$ cat src/verilog/fws_pkg.sv
// shared constants and types for the flash status poller
package fws_pkg;

	// ------------------------------------------------------------------
	// data bus bit positions of status flags
	// ------------------------------------------------------------------
	localparam int POLL_POS   = 7;
	localparam int TOG1_POS   = 6;
	localparam int TOUT_POS   = 5;
	localparam int ETMR_POS   = 3;
	localparam int TOG2_POS   = 2;
	localparam int BABT_POS   = 1;

	// ------------------------------------------------------------------
	// register map of the controller
	// ------------------------------------------------------------------
	localparam logic [3:0] REG_CTRL   = 4'h0;
	localparam logic [3:0] REG_ADDR   = 4'h1;
	localparam logic [3:0] REG_DATA   = 4'h2;
	localparam logic [3:0] REG_STATUS = 4'h3;
	localparam logic [3:0] REG_RDATA  = 4'h4;

	// ctrl bits: start, mode (0 toggle, 1 polling), erase op, reset, abort reset
	localparam int CTRL_START = 0;
	localparam int CTRL_MODE  = 1;
	localparam int CTRL_ERASE = 2;
	localparam int CTRL_RST   = 3;
	localparam int CTRL_ABRST = 4;

	// status bits
	localparam int ST_BUSY    = 0;
	localparam int ST_DONE    = 1;
	localparam int ST_FAIL    = 2;
	localparam int ST_ABORT   = 3;
	localparam int ST_ETMR    = 4;

	// ------------------------------------------------------------------
	// flash commands
	// ------------------------------------------------------------------
	localparam logic [15:0] CMD_UNLK1  = 16'h00AA;
	localparam logic [15:0] CMD_UNLK2  = 16'h0055;
	localparam logic [15:0] CMD_RESET  = 16'h00F0;
	localparam logic [15:0] CMD_ABRST  = 16'h00F0;
	localparam logic [25:0] ADR_UNLK1  = 26'h0000555;
	localparam logic [25:0] ADR_UNLK2  = 26'h00002AA;

	// ------------------------------------------------------------------
	// bus cycle timing
	// ------------------------------------------------------------------
	localparam int MCLK_MHZ   = 125;
	localparam int T_ACC_NS   = 120;
	localparam int T_HI_NS    = 30;
	localparam int ACC_CYC    = (T_ACC_NS * MCLK_MHZ + 999) / 1000;
	localparam int HI_CYC     = (T_HI_NS * MCLK_MHZ + 999) / 1000;
	localparam logic [4:0] ACC_CNT = 5'(ACC_CYC);
	localparam logic [4:0] HI_CNT  = 5'(HI_CYC);

	typedef struct packed {
		logic        cs_b;
		logic        oe_b;
		logic        we_b;
		logic [25:0] addr;
	} fws_bus_s;

	typedef enum logic [2:0] {
		S_IDLE  = 3'b000,
		S_RD1   = 3'b001,
		S_RD2   = 3'b011,
		S_CHK   = 3'b010,
		S_RD3   = 3'b110,
		S_CMD   = 3'b101,
		S_FIN   = 3'b100
	} fws_state_e;

endpackage

$ cat src/verilog/fws_cycle.sv
// single flash bus cycle engine, read or write
`timescale 1ns/100ps
module fws_cycle
	import fws_pkg::*;
(
	input  wire logic        mclk,
	input  wire logic        rst_b,
	input  wire logic        go,
	input  wire logic        wr,
	input  wire logic [25:0] addr,
	input  wire logic [15:0] wdata,
	input  wire logic [15:0] dq_in,
	output fws_bus_s         bus,
	output logic [15:0]      dq_out,
	output logic             dq_oe_b,
	output logic             done,
	output logic [15:0]      rdata
);
	import fws_pkg::*;

	logic        act_q, act_d;
	logic        hi_q, hi_d;
	logic [4:0]  cnt_q, cnt_d;
	fws_bus_s    bus_q, bus_d;
	logic [15:0] dout_q, dout_d, rd_q, rd_d;
	logic        oe_q, oe_d, done_q, done_d;

	always_comb begin
		act_d  = act_q;
		hi_d   = hi_q;
		cnt_d  = cnt_q;
		bus_d  = bus_q;
		dout_d = dout_q;
		rd_d   = rd_q;
		oe_d   = oe_q;
		done_d = 1'b0;
		if (!act_q && go) begin
			act_d     = 1'b1;
			hi_d      = 1'b0;
			cnt_d     = ACC_CNT;
			bus_d     = '{cs_b: 1'b0, oe_b: wr, we_b: !wr, addr: addr};
			dout_d    = wdata;
			oe_d      = !wr;
		end else if (act_q && cnt_q != 5'h00) begin
			cnt_d = cnt_q - 5'h01;
		end else if (act_q && !hi_q) begin
			// RULE10 release between reads
			// strobes released between cycles so toggle bits advance
			if (!bus_q.oe_b)
				rd_d = dq_in;
			bus_d.cs_b = 1'b1;
			bus_d.oe_b = 1'b1;
			bus_d.we_b = 1'b1;
			hi_d       = 1'b1;
			cnt_d      = HI_CNT;
		end else if (act_q) begin
			act_d  = 1'b0;
			oe_d   = 1'b1;
			done_d = 1'b1;
		end
	end

	always_ff @(posedge mclk or negedge rst_b) begin
		if (!rst_b) begin
			act_q  <= 1'b0;
			hi_q   <= 1'b0;
			cnt_q  <= 5'h00;
			bus_q  <= '{cs_b: 1'b1, oe_b: 1'b1, we_b: 1'b1, addr: 26'h0};
			dout_q <= 16'h0000;
			rd_q   <= 16'h0000;
			oe_q   <= 1'b1;
			done_q <= 1'b0;
		end else begin
			act_q  <= act_d;
			hi_q   <= hi_d;
			cnt_q  <= cnt_d;
			bus_q  <= bus_d;
			dout_q <= dout_d;
			rd_q   <= rd_d;
			oe_q   <= oe_d;
			done_q <= done_d;
		end
	end

	assign bus     = bus_q;
	assign dq_out  = dout_q;
	assign dq_oe_b = oe_q;
	assign done    = done_q;
	assign rdata   = rd_q;
endmodule

$ cat src/verilog/fws_poller.sv
// host side status poller for program and erase completion
//
// The strobed register port and the address map were decided locally.
`timescale 1ns/100ps
// Operation
// RULE1 - device outputs inverted programmed bit until program completes
// RULE2 - polling valid after last write; buffer mode only at last word
// RULE3 - host reads polling status at the programmed address
// RULE4 - erase gives zero on polling bit, one when done or suspended
// RULE5 - all-protected erase shows busy about 100 us then reads array
// RULE6 - protected program address toggles about 1 us, no programming
// RULE7 - toggle bit one inverts per read while operation runs
// RULE8 - all-protected erase toggles bit one about 100 us
// RULE9 - toggle one stops in suspend, resumes during suspended program
// RULE10 - toggle advances only across separate strobed read cycles
// RULE11 - toggle bit two inverts in sectors selected for erase
// RULE12 - polling bit may turn valid before other bits; reread
// RULE13 - host reads status twice, unchanged toggle means finished
// RULE14 - toggling with timeout bit high: recheck, then reset command
// RULE15 - avoid other-sector reads between toggle reads; else polling
// RULE16 - timeout bit set when pulse limit exceeded
// RULE17 - zero to one programming silently masked
// RULE18 - after timeout failure host issues reset command
// RULE19 - erase timer bit zero in window, one after it
// RULE20 - timer bit one: only erase suspend accepted
// RULE21 - buffer abort bit needs dedicated abort reset sequence
// RULE22 - toggle bit one readable at any address
// RULE23 - suspended sector reads return status bits
// RULE24 - idle reads return array contents
module fws_poller
	import fws_pkg::*;
(
	input  wire logic        mclk,
	input  wire logic        rst_b,
	input  wire logic [3:0]  reg_addr,
	input  wire logic [31:0] reg_wdata,
	input  wire logic        reg_wr,
	input  wire logic        reg_rd,
	output logic [31:0]      reg_rdata,
	output fws_bus_s         flash_bus,
	output logic [15:0]      flash_dq_out,
	output logic             flash_dq_oe_b,
	input  wire logic [15:0] flash_dq_in
);
	import fws_pkg::*;

	// ------------------------------------------------------------------
	// registers
	// ------------------------------------------------------------------
	fws_state_e  st_q, st_d;
	logic [25:0] addr_q, addr_d;
	logic [15:0] data_q, data_d;
	logic        mode_q, mode_d, erase_q, erase_d;
	logic        busy_q, busy_d, done_q, done_d;
	logic        fail_q, fail_d, abort_q, abort_d, etmr_q, etmr_d;
	logic        tout_q, tout_d;
	logic [15:0] first_q, first_d, last_q, last_d;
	logic [1:0]  cmd_q, cmd_d;
	logic        abseq_q, abseq_d;
	logic [31:0] rdata_q, rdata_d;
	logic        go_q, go_d, wr_q, wr_d;
	logic [25:0] cyc_addr_q, cyc_addr_d;
	logic [15:0] cyc_data_q, cyc_data_d;
	logic        cyc_done;
	logic [15:0] cyc_rdata;
	logic        tog_moved;
	logic        poll_ok;

	fws_cycle u_cycle (
		.mclk    (mclk),
		.rst_b   (rst_b),
		.go      (go_q),
		.wr      (wr_q),
		.addr    (cyc_addr_q),
		.wdata   (cyc_data_q),
		.dq_in   (flash_dq_in),
		.bus     (flash_bus),
		.dq_out  (flash_dq_out),
		.dq_oe_b (flash_dq_oe_b),
		.done    (cyc_done),
		.rdata   (cyc_rdata)
	);

	// RULE13 compare toggle bit
	assign tog_moved = (first_q[TOG1_POS] != cyc_rdata[TOG1_POS]);
	// RULE1 true datum means done; erase completes on one (RULE4)
	assign poll_ok = erase_q ? cyc_rdata[POLL_POS]
		: (cyc_rdata[POLL_POS] == data_q[POLL_POS]);

	// ------------------------------------------------------------------
	// sequencer
	// ------------------------------------------------------------------
	always_comb begin
		st_d       = st_q;
		addr_d     = addr_q;
		data_d     = data_q;
		mode_d     = mode_q;
		erase_d    = erase_q;
		busy_d     = busy_q;
		done_d     = done_q;
		fail_d     = fail_q;
		abort_d    = abort_q;
		etmr_d     = etmr_q;
		tout_d     = tout_q;
		first_d    = first_q;
		last_d     = last_q;
		cmd_d      = cmd_q;
		abseq_d    = abseq_q;
		go_d       = 1'b0;
		wr_d       = 1'b0;
		cyc_addr_d = cyc_addr_q;
		cyc_data_d = cyc_data_q;
		rdata_d    = 32'h0;

		if (reg_rd) begin
			case (reg_addr)
				REG_ADDR:   rdata_d = {6'h00, addr_q};
				REG_DATA:   rdata_d = {16'h0000, data_q};
				REG_STATUS: begin
					rdata_d[ST_BUSY]  = busy_q;
					rdata_d[ST_DONE]  = done_q;
					rdata_d[ST_FAIL]  = fail_q;
					rdata_d[ST_ABORT] = abort_q;
					rdata_d[ST_ETMR]  = etmr_q;
				end
				REG_RDATA:  rdata_d = {16'h0000, last_q};
				default:    rdata_d = 32'h0;
			endcase
		end

		if (reg_wr && st_q == S_IDLE) begin
			case (reg_addr)
				REG_ADDR: addr_d = reg_wdata[25:0];
				REG_DATA: data_d = reg_wdata[15:0];
				REG_CTRL: begin
					mode_d  = reg_wdata[CTRL_MODE];
					erase_d = reg_wdata[CTRL_ERASE];
					if (reg_wdata[CTRL_START]) begin
						busy_d = 1'b1;
						done_d = 1'b0;
						fail_d = 1'b0;
						tout_d = 1'b0;
						st_d   = S_RD1;
					end else if (reg_wdata[CTRL_RST]
						|| reg_wdata[CTRL_ABRST]) begin
						busy_d  = 1'b1;
						abseq_d = reg_wdata[CTRL_ABRST];
						cmd_d   = 2'h0;
						st_d    = S_CMD;
					end
				end
				default: ;
			endcase
		end

		case (st_q)
			S_IDLE: ;
			S_RD1: begin
				// RULE3 read at the programmed or erased address
				// RULE2 status read after command
				go_d       = 1'b1;
				cyc_addr_d = addr_q;
				st_d       = S_RD2;
			end
			S_RD2: if (cyc_done) begin
				first_d = cyc_rdata;
				etmr_d  = cyc_rdata[ETMR_POS];
				if (mode_q) begin
					// RULE15 polling needs no paired reads
					// RULE12 valid polling still needs a reread
					if (poll_ok) begin
						st_d = S_RD3;
						go_d = 1'b1;
					end else if (cyc_rdata[TOUT_POS] || tout_q) begin
						tout_d = 1'b1;
						st_d   = S_RD3;
						go_d   = 1'b1;
					end else begin
						st_d = S_RD1;
					end
				end else begin
					go_d = 1'b1;
					st_d = S_CHK;
				end
			end
			S_CHK: if (cyc_done) begin
				etmr_d = cyc_rdata[ETMR_POS];
				// RULE21 abort flag, seen on both reads
				// one array word with that bit set must not abort
				if (first_q[BABT_POS] && cyc_rdata[BABT_POS]
					&& tog_moved) begin
					abort_d = 1'b1;
					fail_d  = 1'b1;
					busy_d  = 1'b0;
					st_d    = S_IDLE;
				end else if (!tog_moved) begin
					st_d = S_RD3;
					go_d = 1'b1;
				end else if (tout_q) begin
					// RULE14 still toggling after timeout bit
					fail_d = 1'b1;
					abseq_d = 1'b0;
					cmd_d  = 2'h0;
					st_d   = S_CMD;
				end else begin
					// RULE16 latch timeout bit for a recheck
					tout_d  = cyc_rdata[TOUT_POS];
					first_d = cyc_rdata;
					go_d    = 1'b1;
				end
			end
			S_RD3: if (cyc_done) begin
				last_d = cyc_rdata;
				if (tout_q && mode_q) begin
					// RULE18 reset after timeout failure
					fail_d  = 1'b1;
					abseq_d = 1'b0;
					cmd_d   = 2'h0;
					st_d    = S_CMD;
				end else begin
					done_d = 1'b1;
					st_d   = S_FIN;
				end
			end
			S_CMD: begin
				if (!go_q && (cyc_done || cmd_q == 2'h0)) begin
					go_d = 1'b1;
					wr_d = 1'b1;
					case (cmd_q)
						2'h0: begin
							cyc_addr_d = ADR_UNLK1;
							cyc_data_d = CMD_UNLK1;
						end
						2'h1: begin
							cyc_addr_d = ADR_UNLK2;
							cyc_data_d = CMD_UNLK2;
						end
						default: begin
							cyc_addr_d = ADR_UNLK1;
							cyc_data_d = abseq_q ? CMD_ABRST
								: CMD_RESET;
						end
					endcase
					cmd_d = cmd_q + 2'h1;
				end
				if (cyc_done && cmd_q == 2'h3) begin
					go_d = 1'b0;
					wr_d = 1'b0;
					abort_d = 1'b0;
					st_d = S_FIN;
				end
			end
			S_FIN: begin
				busy_d = 1'b0;
				st_d   = S_IDLE;
			end
			default: st_d = S_IDLE;
		endcase
		if (st_q == S_RD1 || (st_q != S_CMD && go_d))
			cyc_addr_d = addr_q;
	end

	always_ff @(posedge mclk or negedge rst_b) begin
		if (!rst_b) begin
			st_q       <= S_IDLE;
			addr_q     <= 26'h0;
			data_q     <= 16'h0000;
			mode_q     <= 1'b0;
			erase_q    <= 1'b0;
			busy_q     <= 1'b0;
			done_q     <= 1'b0;
			fail_q     <= 1'b0;
			abort_q    <= 1'b0;
			etmr_q     <= 1'b0;
			tout_q     <= 1'b0;
			first_q    <= 16'h0000;
			last_q     <= 16'h0000;
			cmd_q      <= 2'h0;
			abseq_q    <= 1'b0;
			rdata_q    <= 32'h0;
			go_q       <= 1'b0;
			wr_q       <= 1'b0;
			cyc_addr_q <= 26'h0;
			cyc_data_q <= 16'h0000;
		end else begin
			st_q       <= st_d;
			addr_q     <= addr_d;
			data_q     <= data_d;
			mode_q     <= mode_d;
			erase_q    <= erase_d;
			busy_q     <= busy_d;
			done_q     <= done_d;
			fail_q     <= fail_d;
			abort_q    <= abort_d;
			etmr_q     <= etmr_d;
			tout_q     <= tout_d;
			first_q    <= first_d;
			last_q     <= last_d;
			cmd_q      <= cmd_d;
			abseq_q    <= abseq_d;
			rdata_q    <= rdata_d;
			go_q       <= go_d;
			wr_q       <= wr_d;
			cyc_addr_q <= cyc_addr_d;
			cyc_data_q <= cyc_data_d;
		end
	end

	assign reg_rdata = rdata_q;
endmodule

$ cat config.mk
export PLATFORM = sky130hd
export DESIGN_NAME = fws_poller
export DESIGN_NICKNAME = d
export VERILOG_FILES = /design/src/verilog/fws_pkg.sv /design/src/verilog/fws_cycle.sv /design/src/verilog/fws_poller.sv
export SDC_FILE = /design/constraint.sdc
export NUM_CORES = 1
export LEC_CHECK = 0
export BUFFER_PORTS_ARGS = -buffer_cell sky130_fd_sc_hd__buf_4
export CORE_MARGIN = 4
export CORE_UTILIZATION = 51
export DETAILED_ROUTE_END_ITERATION = 6
export GPL_ROUTABILITY_DRIVEN = 0
export HOLD_SLACK_MARGIN = 0.12
export PLACE_DENSITY_LB_ADDON = 0.3
export SYNTH_ARGS = -nofsm -noshare
export SYNTH_HDL_FRONTEND = slang
export SYNTH_HIERARCHICAL = 1
export SYNTH_SLANG_ARGS = --single-unit
$ cat constraint.sdc
create_clock -name mclk -period 1.75 [get_ports mclk]
set_input_delay 0.175 -clock mclk [delete_from_list [all_inputs] [get_ports mclk]]
set_output_delay 0.175 -clock mclk [all_outputs]
set_load 0.1 [all_outputs]
==> results of run 1 <==
## through the flow
| stage | util | power [W] | std cells |
|---|---|---|---|
| after detailed placement | 0.622 | 0.0141 | 1076 |
| after floorplan | - | 0.0121 | 726 |
| after global routing | 0.717 | 0.0204 | 1172 |
| after CTS | 0.702 | 0.0193 | 1162 |
| after global placement | 0.622 | 0.0139 | 1076 |
| final | 0.717 | 0.0195 | 1172 |
## worst max-delay path, cell delays in order, from the launching register on
cell     delay, ns
dfrtp_1       0.38
or3_1         0.37
or4_4         0.50
buf_12        0.19
mux2_4        0.30
## registers in the layout (all words and copies together), names as in the netlist, 2 cells and up
| register | cells |
|---|---|
| addr_q | 26 |
| cmd_q | 2 |
| cyc_addr_q | 26 |
| cyc_data_q | 4 |
| data_q | 16 |
| first_q | 2 |
| last_q | 16 |
| reg_rdata | 26 |
| st_q | 3 |
| u_cycle/bus | 29 |
| u_cycle/cnt_q | 5 |
| u_cycle/dq_out | 16 |
| u_cycle/rdata | 16 |
## cell type report
| cell class | instances | area (um2) | share of cell area |
|---|---|---|---|
| Clock buffer | 30 | 609 | 0.0529 |
| Clock inverter | 8 | 150 | 0.0130 |
| Inverter | 17 | 63.8 | 0.00554 |
| Multi-Input combinational cell | 464 | 3280 | 0.285 |
| Sequential cell | 201 | 5030 | 0.437 |
| Tap cell | 216 | 270 | 0.0235 |
| Timing Repair Buffer | 236 | 2100 | 0.183 |
## synthesized netlist by cell type (5+ instances only)
cell type  count
dfrtp_1      197
buf_1          5
o21ai_0       14
a211o_1        5
buf_4          7
mux2_1        26
nor2_1        23
nor2b_1        7
buf_2          5
clkbuf_1      21
a21oi_1       24
mux2_2        42
a22o_1        15
mux2i_1       14
nand3_1        8
ha_1           6
a222oi_1      16
and3_1        12
mux2_4        10
nand2_1      160
inv_1         17
## repair_timing
| action | 4_1_cts | 5_1_grt |
|---|---|---|
| pin swaps | 1 | 9 |
| cloned | 1 | 3 |
| endpoints found under the setup margin | 48 | 78 |
| hold buffers | 44 | 0 |
| hold endpoints to repair | 242 | 0 |
| gates resized for setup | 14 | 26 |
| setup buffers | 3 | 7 |
## per-layer routing
layer  GRT usage  up-vias  wire, um
met5           0        -         0
met4      0.0560        0       384
met3      0.0360       31      1200
met2       0.386      222     10800
met1       0.312     3214      9150
li1            -     2937         -
## worst max-delay path by stage
| stage | startpoint | end | slack, ns |
|---|---|---|---|
| after global routing | u_cycle/cnt_q[4] | u_cycle/rdata[12] | -0.14 |
| after CTS | u_cycle/cnt_q[4] | u_cycle/rdata[11] | -0.07 |
| after detailed placement | u_cycle/cnt_q[0] | u_cycle/rdata[9] | -0.14 |
| final | u_cycle/cnt_q[4] | u_cycle/rdata[11] | -0.11 |
| after floorplan | u_cycle/bus[27] | u_cycle/rdata[10] | -0.23 |
| after global placement | u_cycle/cnt_q[0] | u_cycle/rdata[13] | -0.09 |
## where the power goes
group | leakage, nW | internal (W) | switching [W]
Combinational | 2.88 | 0.00271 | 0.00462
Clock | 0.369 | 0.00302 | 0.00176
Sequential | 2.66 | 0.00619 | 0.00114
Total | 5.91 | 0.0119 | 0.00753
## cells by family after synthesis
logic type               Yosys count
AO/OA/AOI/OAI                    103
multiplexers                      93
flip-flops                       201
XOR/XNOR                           1
AND/OR/NAND/NOR                  247
buffers and inverters             61
other                              1
adder cells (fa/ha/maj)            6
==> results.sh, run 1 <==
export IMPL_drv_slew=0
export IMPL_synthFlopType="dfrtp_1"
export IMPL_globalRouteOverflowTotal=0
export IMPL_setup_viol=39
export IMPL_drtIter0Drc=544
export IMPL_cts_sinks=201
export IMPL_yosysTopAreaCell="dfrtp_1"
export IMPL_r2r_end="u_cycle/rdata[11]"
export IMPL_vias_per_cell=5.46
export IMPL_synth_top_area_frac=0.583
export IMPL_die_w_um=137
export IMPL_max_cap_violations=0
export IMPL_synth_top_cells_by_area="dfrtp_1 (58%), nand2_1 (7.1%), mux2_2 (5.6%)"
export IMPL_drtPass1Iterations=7
export IMPL_cts_buffers=21
export IMPL_yosysWarningCount=6
export IMPL_ys_seq_elements=201
export IMPL_clk_pin_slew_ns=0.06
export IMPL_die_h_um=137
export IMPL_start_util=0.527
export IMPL_clock_skew_final_ns=0.0136
export IMPL_insertion_delay_ns=0.49
export IMPL_tightestPinTransition_ns=0.519
export IMPL_r2r_cells=4
export IMPL_drt_wl_total_um=21500
export IMPL_min_path_type="input pin to register"
export IMPL_netlist_instances=713
export IMPL_antennaDiodeCount=0
export IMPL_violations="setup timing"
export IMPL_route_detailed_drc=0
export IMPL_synth_mux_area_frac=0.127
export IMPL_grt_setup_unrepaired="true"
export IMPL_dp_hpwl_um=14300
export IMPL_hold_violations=0
export IMPL_synth_top_family_by_area="simple AND/OR/NAND/NOR gates"
export IMPL_fin_ws_ns=-0.107
export IMPL_antenna_left=0
export IMPL_vdd_drop_max_v=0.00168
export IMPL_holdWs_ns=0.178
export IMPL_vias=6404
export IMPL_yosysUniqueCellTypes=66
export IMPL_antenna_found_initial=0
export IMPL_reg2reg_from="u_cycle/cnt_q[4]"
export IMPL_finalCritPeriodShare=1.06
export IMPL_fp_coreArea_mm2=0.0161
export IMPL_avgSynthCellArea_um2=11.9
export IMPL_fmax_mhz=539
export IMPL_final_cell_mix="dfrtp_1 (197), buf_4 (172), nand2_1 (159)"
export IMPL_worst_ep_arrival_time_ns=2.23
export IMPL_p_leak_nw=5.91
export IMPL_maxSlewHeadroom=0.653
export IMPL_synth_compound_area_frac=0.0923
export IMPL_status="finished with violations"
export IMPL_synth_area_mm2=0.00846
export IMPL_area_growth_pct=36.1
export IMPL_synth_xor_area_frac=0.00104
export IMPL_worst_setup_path_end_kind="register"
export IMPL_cts_path_max_buffers=3
export IMPL_hp_start="reg_addr[3]"
export IMPL_synthAdderAreaFrac=0.00887
export IMPL_nets=1003
export IMPL_crit_required_ns=2.13
export IMPL_port_buffers=121
export IMPL_cts_tree="yes"
export IMPL_drive_gt1_frac=0.332
export IMPL_yosys_area_share_simple=0.136
export IMPL_period_needed_ns=1.86
export IMPL_final_common_cell="dfrtp_1"
export IMPL_grt_pass1_wl_um=33900
export IMPL_synth_edff_count=0
export IMPL_rows=46
export IMPL_fin_area_mm2=0.0115
export IMPL_cts_max_level=1
export IMPL_power_density_mw_per_mm2=1690
export IMPL_grt_pass1_vias=6606
export IMPL_tns_ns=-1.84
export IMPL_dp_slack_ns=-0.138
export IMPL_root_buffer="clkbuf_16"
export IMPL_track_usage=0.228
export IMPL_ys_seq_area_frac=0.595
export IMPL_crit_fanout=8
export IMPL_grt_max_degree=55
export IMPL_wl_per_cell_um=18.3
export IMPL_critical_path_class="register to register"
export IMPL_n_fill_cell=1065
export IMPL_placed_cell_area_mm2=0.00998
export IMPL_start_kind="register"
export IMPL_r2r_setup_slack_ns=-0.11
export IMPL_design_die_area_mm2=0.0187
export IMPL_hold_path_end="reg_rdata[4]"
export IMPL_worstHoldPathCells=3
export IMPL_io_pins=134
export IMPL_synthArstFlopShare=1.00
No activity file was read; power rests on OpenSTA's default activity.
==> inputs of run 2 (changes only) <==
--- a/config.mk
+++ b/config.mk
@@ -5,10 +5,10 @@
 export SDC_FILE = /design/constraint.sdc
 export NUM_CORES = 1
 export LEC_CHECK = 0
-export BUFFER_PORTS_ARGS = -buffer_cell sky130_fd_sc_hd__buf_4
 export CORE_MARGIN = 4
-export CORE_UTILIZATION = 51
+export CORE_UTILIZATION = 55
 export DETAILED_ROUTE_END_ITERATION = 6
+export DONT_BUFFER_PORTS = 1
 export GPL_ROUTABILITY_DRIVEN = 0
 export HOLD_SLACK_MARGIN = 0.12
 export PLACE_DENSITY_LB_ADDON = 0.3
==> run 2 against run 1 <==
  * Critical path type unchanged
  * Wire length increased by 1.1%
  * Total power shrank 1.8%
  * Largest power group is now sequential cells
  * Critical endpoint is now cyc_addr_q[6]
  * The flow finishes with violations (hold timing, setup timing)
  * Register-to-register slack got worse by 0.03 ns
  * Highest routed layer unchanged
==> results.sh, run 2 (synthesis results as in run 1) <==
export IMPL_cts_sinks=201
export IMPL_port_buffers=0
export IMPL_min_path_type="input pin to async pin"
export IMPL_net_switching_power_w=0.00754
export IMPL_grt_max_degree=202
export IMPL_grt_setup_unrepaired="true"
export IMPL_p_seq_frac=0.385
export IMPL_max_cap_violations=0
export IMPL_root_buffer="clkbuf_16"
export IMPL_wl_per_cell_um=19.9
export IMPL_busiest_layer="met2"
export IMPL_tightestPinTransition_ns=0.547
export IMPL_insertion_delay_ns=0.49
export IMPL_crit_required_ns=2.15
export IMPL_clkPwrFrac=0.234
export IMPL_largest_reg_flops=29
export IMPL_drtIter0Drc=774
export IMPL_crit_fanout=16
export IMPL_dp_slack_ns=-0.154
export IMPL_switching_share=0.395
export IMPL_final_common_cell="dfrtp_1"
export IMPL_final_cell_mix="dfrtp_1 (196), nand2_1 (159), buf_4 (121)"
export IMPL_antenna_left=0
export IMPL_cts_tree="yes"
export IMPL_cts_max_level=1
export IMPL_fp_coreArea_mm2=0.0151
export IMPL_setup_viol=42
export IMPL_violations="hold timing, setup timing"
export IMPL_start_kind="register"
export IMPL_status="finished with violations"
export IMPL_clk_pin_slew_ns=0.06
export IMPL_intPower_w=0.0116
export IMPL_vias=6283
export IMPL_cts_hold_buf=48
export IMPL_drv_slew=0
export IMPL_worst_setup_path_end_kind="register"
export IMPL_nets=953
export IMPL_route_detailed_drc=0
export IMPL_critical_path_class="register to register"
export IMPL_vdd_drop_max_v=0.00107
export IMPL_grt_pass1_wl_um=33100
export IMPL_design_die_area_mm2=0.0174
export IMPL_antenna_found_initial=2
export IMPL_hold_violations=201
export IMPL_io_pins=134
export IMPL_worst_ep_arrival_time_ns=2.29
export IMPL_period_needed_ns=1.89
export IMPL_globalRouteOverflowTotal=0
export IMPL_die_h_um=132
export IMPL_drive_gt1_frac=0.289
export IMPL_fin_ws_ns=-0.138
export IMPL_rows=45
export IMPL_die_w_um=132
export IMPL_area_growth_pct=30.2
export IMPL_drtPass1Iterations=7
export IMPL_fmax_mhz=530
export IMPL_maxSlewHeadroom=0.634
export IMPL_utilization=0.727
export IMPL_start_util=0.559
export IMPL_dp_hpwl_um=13600
export IMPL_power_frac_comb=0.381
export IMPL_clock_skew_final_ns=0.00818
export IMPL_cts_buffers=21
export IMPL_p_leak_nw=5.61
export IMPL_cts_path_max_buffers=3
export IMPL_vias_per_cell=5.74
export IMPL_use_met2=0.390
export IMPL_grt_use_met3=0.0531
export IMPL_track_usage=0.233
export IMPL_power_density_mw_per_mm2=1730
export IMPL_use_met1=0.305
export IMPL_holdWs_ns=-0.615
export IMPL_finalCritPeriodShare=1.08
export IMPL_n_fill_cell=957
export IMPL_grt_pass1_vias=6305
export IMPL_drt_wl_total_um=21700
[run 2: final timing paths]
path	start	end	slack (ns)	depth (start not counted)
setup / recovery	u_cycle/rdata[7]	cyc_addr_q[6]	-0.14	7
hold / removal	rst_b	u_cycle/dq_out[11]	-0.61	0
setup reg to reg	u_cycle/rdata[7]	cyc_addr_q[6]	-0.14	7
hold reg to reg	cyc_addr_q[19]	u_cycle/bus[19]	0.48	2
max in group asynchronous	rst_b	u_cycle/bus[27]	2.14	0
min in group mclk	reg_addr[1]	reg_rdata[4]	0.12	4
[run 2: repair_timing]
item	CTS	global route
gates resized for setup	20	21
endpoints found under the hold margin	295	201
buffers inserted	3	7
endpoints found under the setup margin	52	75
cloned	2	3
pin swaps	2	7
[run 2: final cells by class]
| type | count | area (um2) | share of cell area |
|---|---|---|---|
| diodes | 2 | 5.00 | 0.000454 |
| clock buffers | 32 | 617 | 0.0560 |
| clock inverters | 4 | 73.8 | 0.00670 |
| inverters | 17 | 63.8 | 0.00579 |
| multi-input cells | 464 | 3280 | 0.298 |
| flip-flops and latches | 201 | 5040 | 0.457 |
| well taps | 188 | 235 | 0.0214 |
| repair buffers | 186 | 1700 | 0.155 |
[run 2: power by group through the flow]
| stage | registers [W] | clock network (W) | logic, W |
|---|---|---|---|
| floorplan | 0.00937 | 0 | 0.00274 |
| global placement | 0.00720 | 0 | 0.00646 |
| detailed placement | 0.00730 | 0 | 0.00667 |
| CTS | 0.00725 | 0.00452 | 0.00699 |
| global route | 0.00751 | 0.00475 | 0.00765 |
| finish | 0.00735 | 0.00448 | 0.00727 |
[run 2: through the flow]
| stage | cell area (um2) | std cells | total power, W | TNS [ns] |
|---|---|---|---|---|
| after floorplan | 8520 | 726 | 0.0121 | -3.51 |
| after global placement | 9500 | 993 | 0.0137 | -1.75 |
| after detailed placement | 9500 | 993 | 0.0140 | -3.71 |
| after CTS | 10800 | 1082 | 0.0188 | -2.08 |
| after global routing | 11000 | 1094 | 0.0199 | -5.15 |
| final | 11000 | 1094 | 0.0191 | -3.01 |
[run 2: routing by layer]
metal  share of wire  vias to the layer above
met1            0.41                     3093
met3           0.066                       49
met5               0                        -
met2            0.50                      289
met4           0.024                        0
li1                -                     2852
[run 2: critical path, stage by stage (launching register included)]
cell	delay [ns]
dfrtp_1	0.41
buf_4	0.15
o21ai_2	0.08
nand4_1	0.24
mux2i_4	0.25
a2bb2oi_4	0.24
buf_12	0.19
mux2i_1	0.23
==> inputs of run 3 (changes only) <==
--- a/config.mk
+++ b/config.mk
@@ -6,7 +6,7 @@
 export NUM_CORES = 1
 export LEC_CHECK = 0
 export CORE_MARGIN = 4
-export CORE_UTILIZATION = 55
+export CORE_UTILIZATION = 50
 export DETAILED_ROUTE_END_ITERATION = 6
 export DONT_BUFFER_PORTS = 1
 export GPL_ROUTABILITY_DRIVEN = 0
==> run 3 against run 2 <==
  * The flow still finishes with violations (hold timing, setup timing)
  * Wire length fell by 7.5%
  * Sequential power decreased by 0.7%
  * Cell count grew 2.2%
  * Largest power group unchanged
==> results.sh, run 3 (synthesis results as in run 1) <==
export IMPL_fp_coreArea_mm2=0.0166
export IMPL_rows=47
export IMPL_track_usage=0.204
export IMPL_crit_required_ns=2.12
export IMPL_start_kind="register"
export IMPL_wl_per_cell_um=18.0
export IMPL_clk_pin_slew_ns=0.06
export IMPL_cts_hold_buf=48
export IMPL_final_cell_mix="dfrtp_1 (195), nand2_1 (159), buf_4 (122)"
export IMPL_min_path_type="input pin to async pin"
export IMPL_worst_ep_arrival_time_ns=2.17
export IMPL_violations="hold timing, setup timing"
export IMPL_grt_pass1_wl_um=32600
export IMPL_final_common_cell="dfrtp_1"
export IMPL_vdd_drop_max_v=0.00126
export IMPL_max_cap_violations=0
export IMPL_vias_per_cell=5.46
export IMPL_drtIter0Drc=401
export IMPL_dp_hpwl_um=13500
export IMPL_grt_pass1_vias=6235
export IMPL_tightestPinTransition_ns=0.600
export IMPL_crit_chain="inv_2 -> ha_4 -> nand2_2 -> or4_4 -> buf_12 -> mux2_4"
export IMPL_cts_tree="yes"
export IMPL_fmax_mhz=556
export IMPL_fin_ws_ns=-0.0498
export IMPL_drv_slew=0
export IMPL_globalRouteOverflowTotal=0
export IMPL_drt_wl_total_um=20100
export IMPL_crit_fanout=16
export IMPL_die_w_um=138
export IMPL_status="finished with violations"
export IMPL_worst_setup_path_end_kind="register"
export IMPL_setup_viol=32
export IMPL_finalCritPeriodShare=1.03
export IMPL_p_leak_nw=5.51
export IMPL_route_detailed_drc=0
export IMPL_design_die_area_mm2=0.0191
export IMPL_cts_buffers=22
export IMPL_io_pins=134
export IMPL_drtPass1Iterations=5
export IMPL_port_buffers=0
export IMPL_slowest_stage="or4_4"
export IMPL_holdWs_ns=-0.610
export IMPL_largest_reg_flops=29
export IMPL_vias=6105
export IMPL_crit_start="u_cycle/cnt_q[0]"
export IMPL_reg2reg_from="u_cycle/cnt_q[0]"
export IMPL_insertion_delay_ns=0.49
export IMPL_antenna_found_initial=0
export IMPL_area_growth_pct=28.5
export IMPL_p_total_w=0.0189
export IMPL_antenna_left=0
export IMPL_cpPeakStageDelay_ns=0.51
export IMPL_critical_path_class="register to register"
export IMPL_cts_sinks=201
export IMPL_power_density_mw_per_mm2=1740
export IMPL_grt_setup_unrepaired="true"
export IMPL_grt_max_degree=202
export IMPL_root_buffer="clkbuf_16"
export IMPL_cts_path_max_buffers=3
export IMPL_fin_area_mm2=0.0109
export IMPL_antennaDiodeCount=0
export IMPL_period_needed_ns=1.80
export IMPL_maxSlewHeadroom=0.598
export IMPL_cts_max_level=1
export IMPL_start_util=0.510
export IMPL_drive_gt1_frac=0.285
export IMPL_nets=945
export IMPL_hold_violations=201
export IMPL_clock_skew_final_ns=0.0127
export IMPL_die_h_um=138
export IMPL_placed_cell_area_mm2=0.00951
run 3: changes by cell type in the layout (fill, tap and decap cells not counted), sizes merged:
cell,before,now
bufinv,2,1
clkinv,2,4
diode,2,0
clkbuf,35,33
inv,17,18
buf,135,129
run 3: through the flow:
step           instances  worst slack [ns]  utilization  setup TNS, ns
2_1_floorplan        726            -0.232            -          -3.51
3_3_place_gp        1026           -0.0912        0.574          -2.46
3_5_place_dp        1026            -0.113        0.574          -3.22
4_1_cts             1116           -0.0555        0.650         -0.701
5_1_grt             1118            -0.124        0.656          -4.30
6_report            1118           -0.0498        0.656          -1.06
run 3: path summary, 6_finish.rpt:
kind | endpoint | slack (ns) | cells past startpoint
worst max-delay path | u_cycle/rdata[13] | -0.05 | 6
worst min-delay path | u_cycle/bus[19] | -0.61 | 0
worst max register to register | u_cycle/rdata[13] | -0.05 | 6
worst min register to register | u_cycle/dq_out[9] | 0.48 | 2
max in group asynchronous | u_cycle/bus[28] | 2.05 | 0
min in group mclk | reg_rdata[0] | 0.13 | 4
run 3: worst max-delay path: cells and delay by family (launching register included):
kind	cells	cell delay [ns]
AND/OR/NAND/NOR	2	0.57
adder cells (fa/ha/maj)	1	0.14
buffers and inverters	2	0.27
flip-flops	1	0.39
multiplexers	1	0.30
run 3: final cells by class:
| class | instances | area [um2] |
|---|---|---|
| clock buffer | 33 | 663 |
| clock inverter | 6 | 58.8 |
| fill | 1216 | 5710 |
| inverter | 17 | 63.8 |
| multi-input combinational | 464 | 3270 |
| sequential | 201 | 5040 |
| tap | 220 | 275 |
| timing repair buffer | 177 | 1500 |
run 3: report_power, final:
part / leakage [nW] / switching [W] / internal [W]
clock network: 0.360 / 0.00174 / 0.00276
logic: 2.50 / 0.00448 / 0.00260
registers: 2.65 / 0.00110 / 0.00620
run 3: layer usage:
| metal | global-route usage | routed length, um | part of all wire | vias up |
|---|---|---|---|---|
| li1 | - | - | - | 2832 |
| met1 | 0.278 | 8660 | 0.43 | 3047 |
| met2 | 0.338 | 9880 | 0.49 | 201 |
| met5 | 0 | 0 | 0 | - |
| met4 | 0.0468 | 271 | 0.013 | 0 |
| met3 | 0.0452 | 1280 | 0.064 | 25 |
run 3: what timing repair did:
action | CTS | global route
setup buffers | 3 | 2
setup endpoints to repair | 48 | 77
hold endpoints to repair | 294 | 201
resized for setup | 11 | 21
pin swaps | 1 | 4
